$ cat src/sync_pkg.sv
// Constants for the multichip sync logic
package sync_pkg;

	// ------------------------------------------------------------
	// Register map
	// ------------------------------------------------------------
	localparam logic [7:0] ADDR_MODE_CTRL  = 8'h10;
	localparam logic [7:0] ADDR_PHASE_REQ  = 8'h11;
	localparam logic [7:0] ADDR_LOCK_STAT  = 8'h12;
	localparam logic [7:0] ADDR_PHASE_RB   = 8'h13;
	localparam logic [7:0] ADDR_IRQ_ENABLE = 8'h14;

	// ------------------------------------------------------------
	// Fields and reset values
	// ------------------------------------------------------------
	localparam int         CTRL_ENABLE_BIT = 7;
	localparam int         CTRL_DATA_BIT   = 6;
	localparam int         CTRL_EDGE_BIT   = 3;
	localparam int         STAT_LOST_BIT   = 7;
	localparam int         STAT_LOCK_BIT   = 6;
	localparam logic [7:0] MODE_CTRL_RST   = 8'h00;
	localparam logic [7:0] PHASE_REQ_RST   = 8'h00;
	localparam logic [7:0] IRQ_ENABLE_RST  = 8'h00;

	// ------------------------------------------------------------
	// Timing
	// ------------------------------------------------------------
	localparam int         NUM_STATES      = 64;
	localparam int         FIFO_DEPTH      = 8;
	localparam int         LOCK_BASE       = 11;
	localparam int         LOCK_UNIT       = 64;
	localparam logic [2:0] PHASE_THRESHOLD = 3'h1;
	// Resync load lead that covers the measure-to-reload pipeline
	localparam logic [5:0] RESYNC_LEAD     = 6'h02;
endpackage

$ cat src/multichip_dac_sync_logic.sv
// Multichip sync: state machine alignment to the reference sync clock
//
// Added by the designer: the strobed register port.
`timescale 1ns/10ps
module multichip_dac_sync_logic (
	// Clock and reset
	input  wire logic       i_sys_clk,
	input  wire logic       i_rst_n,
	// Register port
	input  wire logic [7:0] i_addr,
	input  wire logic [7:0] i_wdata,
	input  wire logic       i_wr,
	input  wire logic       i_rd,
	output logic      [7:0] o_rdata,
	// Sync pins and clocking strap
	input  wire logic       i_ref_sync_clock,
	input  wire logic       i_multiplier_used,
	// Status and phase outputs
	output logic            o_irq_req,
	output logic      [5:0] o_clk_state,
	output logic            o_fifo_rd_strobe
);
	// ------------------------------------------------------------
	// Registers
	// ------------------------------------------------------------
	logic [7:0] mode_ctrl_ff;
	logic [7:0] phase_req_ff;
	logic [1:0] irq_en_ff;
	logic       locked_ff;
	logic       lost_ff;
	logic       wr_ctrl;
	logic       wr_stat;
	logic       sync_on;
	logic       fifo_mode;
	logic [1:0] mult_meta_ff;

	// Clocking strap is a pin: two flops before use
	always_ff @(posedge i_sys_clk) begin
		if (!i_rst_n)
			mult_meta_ff <= 2'b00;
		else
			mult_meta_ff <= {mult_meta_ff[0], i_multiplier_used};
	end

	assign wr_ctrl = i_wr && (i_addr == sync_pkg::ADDR_MODE_CTRL);
	assign wr_stat = i_wr && (i_addr == sync_pkg::ADDR_LOCK_STAT);
	assign sync_on = mode_ctrl_ff[sync_pkg::CTRL_ENABLE_BIT];
	// FIFO-rate only with a direct sample clock
	assign fifo_mode = !mode_ctrl_ff[sync_pkg::CTRL_DATA_BIT] && !mult_meta_ff[1];

	always_ff @(posedge i_sys_clk) begin
		if (!i_rst_n) begin
			mode_ctrl_ff <= sync_pkg::MODE_CTRL_RST;
			phase_req_ff <= sync_pkg::PHASE_REQ_RST;
			irq_en_ff    <= sync_pkg::IRQ_ENABLE_RST[1:0];
		end else if (i_wr) begin
			if (wr_ctrl)
				mode_ctrl_ff <= i_wdata;
			if (i_addr == sync_pkg::ADDR_PHASE_REQ)
				phase_req_ff <= {2'b00, i_wdata[5:0]};
			if (i_addr == sync_pkg::ADDR_IRQ_ENABLE)
				irq_en_ff <= i_wdata[sync_pkg::STAT_LOST_BIT:sync_pkg::STAT_LOCK_BIT];
		end
	end

	// ------------------------------------------------------------
	// Reference sampling, rising or falling phase
	// ------------------------------------------------------------
	logic [1:0] ref_meta_ff;
	logic       ref_fall_ff;
	logic       ref_prev_ff;
	logic       ref_samp;
	logic       ref_edge;

	always_ff @(posedge i_sys_clk) begin
		if (!i_rst_n)
			ref_meta_ff <= 2'b00;
		else
			ref_meta_ff <= {ref_meta_ff[0], i_ref_sync_clock};
	end

	// Falling-edge choice modelled as a one-cycle later sample
	always_ff @(posedge i_sys_clk) begin
		if (!i_rst_n) begin
			ref_fall_ff <= 1'b0;
			ref_prev_ff <= 1'b0;
		end else begin
			ref_fall_ff <= ref_meta_ff[1];
			ref_prev_ff <= ref_samp;
		end
	end

	assign ref_samp = mode_ctrl_ff[sync_pkg::CTRL_EDGE_BIT] ? ref_meta_ff[1] : ref_fall_ff;
	assign ref_edge = ref_samp && !ref_prev_ff;

	// ------------------------------------------------------------
	// Clock-generation state machine, 64 states
	// ------------------------------------------------------------
	logic [5:0] state_ff;
	logic [2:0] div_ff;
	logic       do_resync;
	logic       fifo_tick;

	always_ff @(posedge i_sys_clk) begin
		if (!i_rst_n)
			state_ff <= sync_pkg::PHASE_REQ_RST[5:0];
		else if (do_resync)
			state_ff <= 6'(phase_req_ff[5:0] + sync_pkg::RESYNC_LEAD);
		else
			state_ff <= 6'(state_ff + 6'h01);
	end

	// FIFO read pointer tick: one per eight states
	always_ff @(posedge i_sys_clk) begin
		if (!i_rst_n)
			div_ff <= 3'h0;
		else if (do_resync)
			div_ff <= 3'h0;
		else
			div_ff <= 3'(div_ff + 3'h1);
	end
	assign fifo_tick = (div_ff == 3'(sync_pkg::FIFO_DEPTH - 1));

	// ------------------------------------------------------------
	// Phase measurement and averaging
	// ------------------------------------------------------------
	logic [5:0]  meas_phase;
	logic [13:0] acc_ff;
	logic [7:0]  cnt_ff;
	logic [7:0]  avg_len;
	logic [2:0]  avg_code;
	logic [7:0]  avg_phase_ff;
	logic        avg_done;
	logic [13:0] acc_sum;
	logic [13:0] acc_shift;

	// Data-rate aligns to all 64 states, FIFO-rate to the coarser grid
	assign meas_phase = fifo_mode ? {state_ff[5:3], 3'b000} : state_ff;
	assign avg_code  = mode_ctrl_ff[2:0];
	assign avg_len   = 8'h01 << avg_code;
	assign avg_done  = ref_edge && (cnt_ff == 8'(avg_len - 8'h01));
	assign acc_sum   = 14'(acc_ff + {8'h00, meas_phase});
	// Mean in 6.2: scale by four, then shift by k
	assign acc_shift = 14'(({2'b00, acc_sum} << 2) >> avg_code);

	always_ff @(posedge i_sys_clk) begin
		if (!i_rst_n || !sync_on) begin
			acc_ff       <= 14'h0000;
			cnt_ff       <= 8'h00;
			avg_phase_ff <= 8'h00;
		end else if (avg_done) begin
			acc_ff       <= 14'h0000;
			cnt_ff       <= 8'h00;
			avg_phase_ff <= (avg_code == 3'h0) ? {acc_sum[5:0], 2'b00} : acc_shift[7:0];
		end else if (ref_edge) begin
			acc_ff <= acc_sum;
			cnt_ff <= 8'(cnt_ff + 8'h01);
		end
	end

	// ------------------------------------------------------------
	// Lock tracking
	// ------------------------------------------------------------
	logic [7:0]  last_phase_ff;
	logic [7:0]  stable_ff;
	logic [7:0]  lock_need;
	logic        avg_valid_ff;
	logic [7:0]  target;
	logic [5:0]  err;
	logic        big_err;

	// FIFO-rate compares on the same coarse grid as the measurement
	assign target  = {fifo_mode ? {phase_req_ff[5:3], 3'b000} : phase_req_ff[5:0], 2'b00};
	assign lock_need = 8'(8'(sync_pkg::LOCK_BASE) + avg_len);
	assign err     = 6'(avg_phase_ff[7:2] - target[7:2]);
	assign big_err = (err > {3'b000, sync_pkg::PHASE_THRESHOLD}) &&
			(err < 6'(sync_pkg::NUM_STATES - 1));
	assign do_resync = sync_on && avg_valid_ff && big_err;

	always_ff @(posedge i_sys_clk) begin
		if (!i_rst_n || !sync_on)
			avg_valid_ff <= 1'b0;
		else
			avg_valid_ff <= avg_done;
	end

	// Constant phase for eleven plus averaging reference periods means locked
	always_ff @(posedge i_sys_clk) begin
		if (!i_rst_n || !sync_on) begin
			stable_ff     <= 8'h00;
			last_phase_ff <= 8'h00;
		end else begin
			if (avg_valid_ff)
				last_phase_ff <= avg_phase_ff;
			if (do_resync || (avg_valid_ff && avg_phase_ff != last_phase_ff))
				stable_ff <= 8'h00;
			else if (ref_edge && stable_ff != 8'hff)
				stable_ff <= 8'(stable_ff + 8'h01);
		end
	end

	always_ff @(posedge i_sys_clk) begin
		if (!i_rst_n || !sync_on)
			locked_ff <= 1'b0;
		else
			locked_ff <= (stable_ff >= lock_need) && !do_resync;
	end

	// Set wins over a software overwrite in the same cycle
	always_ff @(posedge i_sys_clk) begin
		if (!i_rst_n)
			lost_ff <= 1'b0;
		else if (locked_ff && do_resync)
			lost_ff <= 1'b1;
		else if (wr_stat)
			lost_ff <= i_wdata[sync_pkg::STAT_LOST_BIT];
	end

	// ------------------------------------------------------------
	// Outputs and read port
	// ------------------------------------------------------------
	always_ff @(posedge i_sys_clk) begin
		if (!i_rst_n) begin
			o_irq_req        <= 1'b0;
			o_clk_state      <= 6'h00;
			o_fifo_rd_strobe <= 1'b0;
		end else begin
			o_irq_req        <= (irq_en_ff[1] && lost_ff) || (irq_en_ff[0] && locked_ff);
			o_clk_state      <= state_ff;
			o_fifo_rd_strobe <= fifo_tick;
		end
	end

	always_ff @(posedge i_sys_clk) begin
		if (!i_rst_n)
			o_rdata <= 8'h00;
		else if (i_rd) begin
			unique case (i_addr)
				sync_pkg::ADDR_MODE_CTRL:  o_rdata <= mode_ctrl_ff;
				sync_pkg::ADDR_PHASE_REQ:  o_rdata <= phase_req_ff;
				sync_pkg::ADDR_LOCK_STAT:  o_rdata <= {lost_ff, locked_ff, 6'h00};
				sync_pkg::ADDR_PHASE_RB:   o_rdata <= avg_phase_ff;
				sync_pkg::ADDR_IRQ_ENABLE: o_rdata <= {irq_en_ff, 6'h00};
				default:                   o_rdata <= 8'h00;
			endcase
		end else
			o_rdata <= 8'h00;
	end
endmodule // multichip_dac_sync_logic

$ cat config.mk
export PLATFORM = sky130hd
export DESIGN_NAME = multichip_dac_sync_logic
export DESIGN_NICKNAME = d
export VERILOG_FILES = /design/src/sync_pkg.sv /design/src/multichip_dac_sync_logic.sv
export SDC_FILE = /design/constraint.sdc
export NUM_CORES = 1
export LEC_CHECK = 0
export BUFFER_PORTS_ARGS = -buffer_cell sky130_fd_sc_hd__buf_2
export CORE_MARGIN = 5
export CORE_UTILIZATION = 34
export CTS_CLUSTER_SIZE = 28
export DETAILED_ROUTE_END_ITERATION = 8
export SLEW_MARGIN = 10
export SYNTH_ARGS = -nofsm -noshare
export SYNTH_HDL_FRONTEND = slang
export SYNTH_SLANG_ARGS = --single-unit
export TNS_END_PERCENT = 100
$ cat constraint.sdc
create_clock -name i_sys_clk -period 3.8 [get_ports i_sys_clk]
set_clock_uncertainty 0.1 [all_clocks]
set_input_delay 0.57 -clock i_sys_clk [delete_from_list [all_inputs] [get_ports i_sys_clk]]
set_output_delay 0.57 -clock i_sys_clk [all_outputs]
set_load 0.02 [all_outputs]
Word-level counts from Yosys, hierarchy flattened
Cells that the tools add are included.
{"block": "word_totals", "register_bits": 96, "out_inout_bits": 16, "wordCells": 85}
{"block": "op_classes", "addsub": 9, "magnitude_cmp": 3, "n_eq_ne": 9, "shift": 2, "muxes": 8, "bitwise_logic": 1, "reduce_logical": 32}
{"cell": "8-bit by 5-bit equality test with 1-bit output (second input constant)", "count": 5}
{"cell": "8-bit case mux with 5 select lines", "count": 1}
{"cell": "8-bit by 1-bit adder with 8-bit output (second input constant)", "count": 2}
{"cell": "16-bit by 3-bit >> shifter with 8-bit output", "count": 1}
{"cell": "14-bit by 6-bit adder with 14-bit output", "count": 1}
{"cell": "1-bit logical AND", "count": 14}
{"cell": "4-bit by 8-bit adder with 8-bit output (first input constant)", "count": 1}
{"cell": "8-bit equality test", "count": 1}
{"cell": "8-bit greater-or-equal comparator", "count": 1}
{"cell": "8-bit two-way mux", "count": 1}
{"cell": "8-bit inequality test", "count": 1}
{"cell": "8-bit inequality test (second input constant)", "count": 1}
{"cell": "2-bit AND reduction", "count": 4}
{"cell": "1-bit by 3-bit left shift with 8-bit output (first input constant)", "count": 1}
{"cell": "8-bit by 1-bit subtractor with 8-bit output (second input constant)", "count": 1}
{"cell": "6-bit by 1-bit adder with 6-bit output (second input constant)", "count": 1}
{"cell": "6-bit by 2-bit adder with 6-bit output (second input constant)", "count": 1}
{"cell": "6-bit by 1-bit greater-than comparator with 1-bit output (second input constant)", "count": 1}
{"cell": "1-bit zero test", "count": 6}
{"cell": "6-bit less-than comparator (second input constant)", "count": 1}
{"cell": "3-bit two-way mux", "count": 2}
{"cell": "6-bit two-way mux", "count": 1}
{"cell": "2-bit OR reduction", "count": 3}
{"cell": "6-bit subtractor", "count": 1}
{"cell": "7 further kinds", "count": 11}

Logic depth before layout (Yosys ltp)
Gate-level depths: netlist of the first run.
{"block": "logic_depth", "depth_word": 9, "depth_mapped": 14, "mapped_depth_nobuf": 12}

Least setup slack after synthesis of the first run
Ideal clock, no wire load.
{"block": "synth_path", "kind": "reg2reg", "from": "reg mode_ctrl_ff[6]", "to": "reg state_ff[1]", "setup_time_ps": 115, "t_arrival_ps": 2510, "required_ps": 3585, "slack_ps": 1075, "stages_incl_launch_ff": 14, "path_buffers": 1, "period_less_slack_ps": 2725, "path_cell_list": "dfxtp_1 nor2_1 nor2b_1 ha_1 inv_1 fa_1 a21o_1 a21oi_2 xnor2_1 or4_1 o211ai_2 buf_6 nor2_1 o21a_1"}
{"block": "synth_between", "elab_chain_cells": 8, "word_cells_on_any_way": 9}
{"item": "from (decl)", "line": "multichip_dac_sync_logic.sv:26", "source": "logic [7:0] mode_ctrl_ff;"}
{"item": "from (signal assigned)", "line": "multichip_dac_sync_logic.sv:53", "source": "mode_ctrl_ff <= sync_pkg::MODE_CTRL_RST;"}
{"item": "from (signal assigned)", "line": "multichip_dac_sync_logic.sv:58", "source": "mode_ctrl_ff <= i_wdata;"}
{"item": "1-bit zero test *", "line": "multichip_dac_sync_logic.sv:49", "source": "assign fifo_mode = !mode_ctrl_ff[sync_pkg::CTRL_DATA_BIT] && !mult_meta_ff[1];"}
{"item": "1-bit logical AND *", "line": "multichip_dac_sync_logic.sv:49"}
{"item": "3-bit two-way mux *", "line": "multichip_dac_sync_logic.sv:173", "source": "assign target = {fifo_mode ? {phase_req_ff[5:3], 3'b000} : phase_req_ff[5:0], 2'b00};"}
{"item": "6-bit subtractor *", "line": "multichip_dac_sync_logic.sv:175", "source": "assign err = 6'(avg_phase_ff[7:2] - target[7:2]);"}
{"item": "6-bit by 1-bit greater-than comparator with 1-bit output or 6-bit less-than comparator (tied branches)", "line": "multichip_dac_sync_logic.sv:176, multichip_dac_sync_logic.sv:177"}
{"item": "1-bit logical AND *", "line": "multichip_dac_sync_logic.sv:176", "source": "assign big_err = (err > {3'b000, sync_pkg::PHASE_THRESHOLD}) &&"}
{"item": "1-bit logical AND *", "line": "multichip_dac_sync_logic.sv:178", "source": "assign do_resync = sync_on && avg_valid_ff && big_err;"}
{"item": "6-bit two-way mux *", "line": "multichip_dac_sync_logic.sv:107", "source": "else if (do_resync)"}
{"item": "to (signal assigned)", "line": "multichip_dac_sync_logic.sv:106", "source": "state_ff <= sync_pkg::PHASE_REQ_RST[5:0];"}
{"item": "to (signal assigned)", "line": "multichip_dac_sync_logic.sv:108", "source": "state_ff <= 6'(phase_req_ff[5:0] + sync_pkg::RESYNC_LEAD);"}
{"item": "to (signal assigned)", "line": "multichip_dac_sync_logic.sv:110", "source": "state_ff <= 6'(state_ff + 6'h01);"}
{"item": "to (decl)", "line": "multichip_dac_sync_logic.sv:99", "source": "logic [5:0] state_ff;"}
Mark *: on every way between the ends. The rest lies on a longest branch, timed or not.
A chain may end at the register's enable or synchronous reset.

Worst setup path in the final report of the first run
{"block": "layout_path", "from": "reg mode_ctrl_ff[6]", "to": "reg stable_ff[5]"}
{"block": "layout_between", "elab_chain_cells": 9, "word_cells_on_any_way": 10}
{"item": "1-bit zero test *", "line": "multichip_dac_sync_logic.sv:49"}
{"item": "1-bit logical AND *", "line": "multichip_dac_sync_logic.sv:49"}
{"item": "3-bit two-way mux *", "line": "multichip_dac_sync_logic.sv:173"}
{"item": "6-bit subtractor *", "line": "multichip_dac_sync_logic.sv:175"}
{"item": "6-bit by 1-bit greater-than comparator with 1-bit output or 6-bit less-than comparator (tied branches)", "line": "multichip_dac_sync_logic.sv:176, multichip_dac_sync_logic.sv:177"}
{"item": "1-bit logical AND *", "line": "multichip_dac_sync_logic.sv:176"}
{"item": "1-bit logical AND *", "line": "multichip_dac_sync_logic.sv:178"}
{"item": "1-bit logical OR *", "line": "multichip_dac_sync_logic.sv:195", "source": "if (do_resync || (avg_valid_ff && avg_phase_ff != last_phase_ff))"}
{"item": "2-bit OR reduction (no line) *"}
{"item": "to (signal assigned)", "line": "multichip_dac_sync_logic.sv:198", "source": "stable_ff <= 8'(stable_ff + 8'h01);"}
{"item": "to (decl)", "line": "multichip_dac_sync_logic.sv:165", "source": "logic [7:0] stable_ff;"}
Marked as above.

==> summary.md, run 1 <==
| Metric | Value |
|---|---|
| Status | completed |
| Setup repair after global routing missed its margin | false |
| Highest clock rate | approximately 310 MHz |
| Area fraction of the dominant cell type after synthesis | about a third |
| Worst setup EP type | register |
| Cell taking the most area after synthesis | dfxtp_1 |
| WL per Instance | about 15 um |
| Antenna cells | 0 |
| Crit path DAT | 3.37 ns |
| Leakage | around 0.0025 uW |
| Clock share of power | a little under half |
| Final WL | roughly 13000 um |
| Fin. Hold Viols | 0 |
| Initial Utilization | between 30% and 40% |
| Die H | about 140 um |
| Sequential Power Share | ~51% |
| Slew HR | between 50% and 60% |
| Pint | about 1500 uW |
| Max-Cap Viols | 0 |
| Post-CTS setup buffer count | 0 |
| Share of cells above drive strength 1 | 13.5% |
| CP Max Fanout | 11 |
| Fill cell count | approximately 1700 |
| Inserted Clock Buffers | 9 |
| CP Launch Type | register |
| Switching share of power | 24.8% |
| Peak supply drop | approximately 200 uV |
| Area contributors post-synth | dfxtp_1 (34%), mux2i_1 (7.3%), ha_1 (5.8%) |
| Drt first pass iters | 5 |
| Ys async rst share | 0% |
| Min-Delay Path Class | input pin to register |
| Area Overhead vs Synth | 12.2% |
| Num rows | 47 |
| Die area | around 0.019 sq mm |
| WS Path Type | register to register |
| RePlAce Congestion | 0.869 |
| Initial antenna violation count | 0 |
| First-pass GRT wire length | 21800 um |
| Syn Std Cell Area | about 0.0056 sq mm |
| Syn Inst Count | approximately 640 |
| Top Ports | 38 |
| Finished Core Util | 38.4% |
| Final period demand of the worst path | 3.19 ns |
| Clock slew at reported path FFs | about 0.08 ns |
| Crit share post-route | a little over four fifths |
| H-tree depth | 3 |
| Vias in the first global route | about 4200 |
| Net count of the mapped netlist | roughly 690 |
| Post-synth EDFFs | 0 |
| CTS Root Cell | clkbuf_16 |
| Routed via count | about 4500 |
| Setup TNS | 0 ns |
| Most frequent cell after synthesis | dfxtp_1 |
| Die W | approximately 140 um |
| Largest net degree at the start of global routing | 49 |
| Post-CTS Hold Buffers | 0 |
| Total GRT Usage | around 14% |
| Grt total ovfl | 0 |
| Drt via density | ~5.1 |
| Distinct cell type count after synthesis | 79 |
| Max Buffers Root-to-Sink | 2 |
| Synth Area per Inst | just under 9 sq um |
| Worst EP required | roughly 4 ns |
| Synth cell count leaders | dfxtp_1 (95), nor2_1 (73), nand2_1 (48) |
| P_sw | 495 uW |
| Post-cts resize count | 0 |
| TritonCTS clock tree | yes |
| Most used DFF post-synth | dfxtp_1 |
| Slew Viols, Final | 0 |
| Core footprint | roughly 0.016 sq mm |
| Clock Latency Late Sink | 0.36 ns |
| Antenna-violating nets left | 0 |
| I/O Buffers | 37 |
| Synthesized flop and latch total | between 90 and 100 |
| Clock sink count | between 90 and 100 |
| Post-DP HPWL | between 9000 and 10000 um |
| Initial drt markers | roughly 370 |
| Pwr/cell area | around 320 mW/mm^2 |
| Least-Margin Pin Slew | approximately 0.64 ns |
| Drt drc | 0 |
| Post-synthesis sequential area ratio | between 30% and 40% |
| Final nets | 714 |
| Combinational fraction of design power | 3.4% |
| Synthesis Warnings | 0 |
| Final setup viols | 0 |
[critical path, stage by stage (launching register included)]
cell	delay, ns
dfxtp_1	0.42
nor2_1	0.13
nor2b_1	0.16
ha_1	0.19
inv_1	0.05
fa_1	0.39
a21o_1	0.21
a21oi_2	0.14
xnor2_1	0.09
or4_1	0.45
o211ai_2	0.16
buf_4	0.22
nand4_2	0.25
nor2_1	0.17
[final cells by class]
cell class	instances	area [sq um]	area share, %
multi-input cells	487	3440	54.8
flip-flops and latches	95	1900	30.3
well taps	220	275	4.38
repair buffers	48	268	4.26
clock buffers	9	225	3.59
inverters	23	86.3	1.38
clock inverters	7	81.3	1.30
[cells by family (layout without fill, tap and decap cells)]
| family | after synthesis | after routing | synth area share (%) |
|---|---|---|---|
| AOI/OAI and AO/OA | 125 | 125 | 16.7 |
| xor gates and xnor gates | 53 | 53 | 8.63 |
| adders and majority gates | 28 | 28 | 6.53 |
| buffers and inverters | 56 | 87 | 4.54 |
| DFF | 95 | 95 | 34.0 |
| muxes | 43 | 43 | 7.74 |
| and+or+nand+nor | 238 | 238 | 21.8 |
[routing by layer]
metal  routed length [um]  GRT usage (%)
met5                    0              0
met1                 6530           19.3
met4                  252           4.63
met2                 5890           21.1
met3                  559           2.35
[sequential cells by signal, summed over array words and instances, names as in the netlist, 3 cells and up]
name           flops
avg_phase_ff       8
last_phase_ff      8
cnt_ff             8
stable_ff          8
div_ff             3
acc_ff            13
state_ff           6
o_clk_state        6
mode_ctrl_ff       8
o_rdata            8
phase_req_ff       6
[stage by stage]
step	instance area, sq um	hold WS [ns]	worst slack, ns	total power [uW]	cells
after detailed placement	5970	0.318	0.623	1100	873
after global routing	6280	0.310	0.365	2070	889
final	6280	0.313	0.611	2000	889
after CTS	6280	0.303	0.594	2020	889
after floorplan	5600	0.296	1.08	1070	638
after global placement	5970	0.313	0.688	1100	873
[cells in the final DEF (no fill, tap or decap), types with 19 or more instances in the layout]
cell type,instances
nand2_1,48
a21oi_1,27
nor2b_1,29
dfxtp_1,95
xnor2_1,27
inv_1,22
buf_2,37
mux2i_1,41
nor2_1,73
xor2_1,25
nand3_1,19
ha_1,26
[power groups by stage]
stage	Combinational, uW	Sequential (uW)	Clock [uW]
CTS	68.2	1010	944
finish	67.5	1010	922
global route	74.9	1010	984
floorplan	40.9	1030	0
detailed placement	68.0	1030	0
global placement	67.7	1030	0
[path summary, 6_finish.rpt]
| kind | end | from | cells past startpoint | slack, ns |
|---|---|---|---|---|
| setup / recovery | stable_ff[5] | mode_ctrl_ff[6] | 13 | 0.61 |
| hold / removal | ref_meta_ff[0] | i_ref_sync_clock | 2 | 0.31 |
| setup reg to reg | stable_ff[5] | mode_ctrl_ff[6] | 13 | 0.61 |
| hold reg to reg | div_ff[0] | div_ff[0] | 1 | 0.32 |
Note: power is estimated with default switching activity, not from simulation.
==> inputs of run 2 (changes only) <==
- clock period: 3.8 -> 3 ns (I/O delays scaled with it)
==> summary.md, run 2 (synthesized netlist as in run 1, its figures left out) <==
| Metric | Value |
|---|---|
| Slew HR | between 60 and 70% |
| Min-Delay Path Class | input pin to register |
| Peak supply drop | 265 uV |
| CP startpoint | mode_ctrl_ff[6] |
| Clock Latency Late Sink | around 0.35 ns |
| RePlAce Congestion | around 0.86 |
| Slew Viols, Final | 0 |
| Most frequent cells in the layout | dfxtp_1 (93), nor2_1 (66), nand2_1 (48) |
| Final WL | ~14000 um |
| Drt via density | approximately 5 |
| Share of cells above drive strength 1 | 18.7% |
| Fill cell count | roughly 1700 |
| Fin. Hold Viols | 0 |
| Max FFs per register | 13 |
| WS Path Type | register to register |
| Inserted Clock Buffers | 9 |
| Clock sink count | 95 |
| Final non-filler cell total | approximately 900 |
| I/O Buffers | 37 |
| Initial antenna violation count | 0 |
| Crit share post-route | about 95% |
| Highest clock rate | between 300 and 400 MHz |
| WL per Instance | about 15 um |
| TritonCTS clock tree | yes |
| Top Ports | 38 |
| Initial Utilization | approximately 34% |
| Least-Margin Pin Slew | approximately 0.48 ns |
| Leakage | 0.00255 uW |
| Worst setup EP type | register |
| Sequential cell area | 0.00191 sq mm |
| Most common cell after layout, fill and taps aside | dfxtp_1 |
| Core footprint | 0.0163 sq mm |
| CP Max Fanout | 5 |
| H-tree depth | 3 |
| Area Overhead vs Synth | 16.1% |
| Final period demand of the worst path | between 2 and 3 ns |
| Placed cells | slightly below 900 |
| Max-Cap Viols | 0 |
| Vias in the first global route | approximately 4400 |
| Final nets | between 700 and 800 |
| Largest net degree at the start of global routing | 45 |
| Initial drt markers | about 400 |
| First-pass GRT wire length | roughly 22000 um |
| Total GRT Usage | 14.1% |
| Worst EP required | ~3.1 ns |
| Die area | 0.0191 sq mm |
| Drt drc | 0 |
| Die W | 138 um |
| Multi-input gate area | approximately 0.0035 sq mm |
| Num rows | 47 |
| Routed via count | about 4600 |
| Max Buffers Root-to-Sink | 2 |
| CP Launch Type | register |
| R2R Path Start | mode_ctrl_ff[6] |
| Hold slack | about 0.20 ns |
| Drt first pass iters | 6 |
| Status | completed |
| Final setup viols | 0 |
| CTS Root Cell | clkbuf_16 |
| Grt total ovfl | 0 |
| Die H | 138 um |
| Finished Core Util | 39.7% |
| Antenna cells | 0 |
| Antenna-violating nets left | 0 |
| Min-Delay Startpoint | i_multiplier_used |
| Clock slew at reported path FFs | 0.07 ns |
| Pwr/cell area | around 390 mW/mm^2 |
| Reg-to-reg slack, setup | between 0.1 and 0.15 ns |
| Crit path DAT | just under 3 ns |
| Post-DP HPWL | roughly 10000 um |
| Biggest register | acc_ff |
run 2: cell types whose count changed in the layout (fill, tap and decap cells not counted), sizes merged:
cell	change
clkbuf	+1
buf	+20
clkinv	-1
run 2: what timing repair did:
item / in CTS / in global routing
gates resized for setup: 4 / 23
hold buffers: 0 / 0
cloned: 0 / 0
pin swaps: 0 / 10
endpoints found under the setup margin: 2 / 22
setup buffers: 0 / 2
run 2: power breakdown:
group	switching, uW	internal [uW]
Clock	541	606
Combinational	50.3	41.7
Sequential	6.31	1270
Total	598	1920
run 2: routing by layer:
| metal | up-vias | global-route usage [%] | routed length, um |
|---|---|---|---|
| met5 | - | 0 | 0 |
| met4 | 0 | 4.11 | 214 |
| met3 | 16 | 2.83 | 582 |
| met2 | 102 | 22.7 | 6350 |
| met1 | 2169 | 19.2 | 6460 |
| li1 | 2352 | - | - |
run 2: metrics by stage:
step	worst slack (ns)	total power, uW	TNS [ns]	area (sq um)
detailed placement	-0.189	1400	-0.189	6110
global placement	-0.216	1400	-0.216	6110
finish	0.150	2520	0	6500
CTS	0.0481	2550	0	6410
global route	-0.00146	2620	-0.00146	6500
floorplan	0.275	1360	0	5600
run 2: area by class of cell:
class | count | share of cell area [%]
Multi-Input combinational cell | 487 | 54.1
Sequential cell | 95 | 29.3
Timing Repair Buffer | 68 | 6.43
Tap cell | 220 | 4.24
Clock buffer | 10 | 3.68
Inverter | 23 | 1.33
Clock inverter | 6 | 0.924
run 2: path summary, 6_finish.rpt:
check,endpoint,cells after the start
max,avg_phase_ff[5],12
min,mult_meta_ff[0],2
max reg2reg,avg_phase_ff[5],12
min reg2reg,div_ff[0],1
run 2: critical path, cell delays in order, from the launching register on:
cell	delay, ns
dfxtp_4	0.37
nor2_4	0.14
nor2b_1	0.06
ha_1	0.20
inv_1	0.08
fa_2	0.23
nor2b_4	0.06
o311a_2	0.38
o31a_4	0.34
xnor2_4	0.19
o221ai_1	0.14
a211oi_1	0.30
o32ai_1	0.14
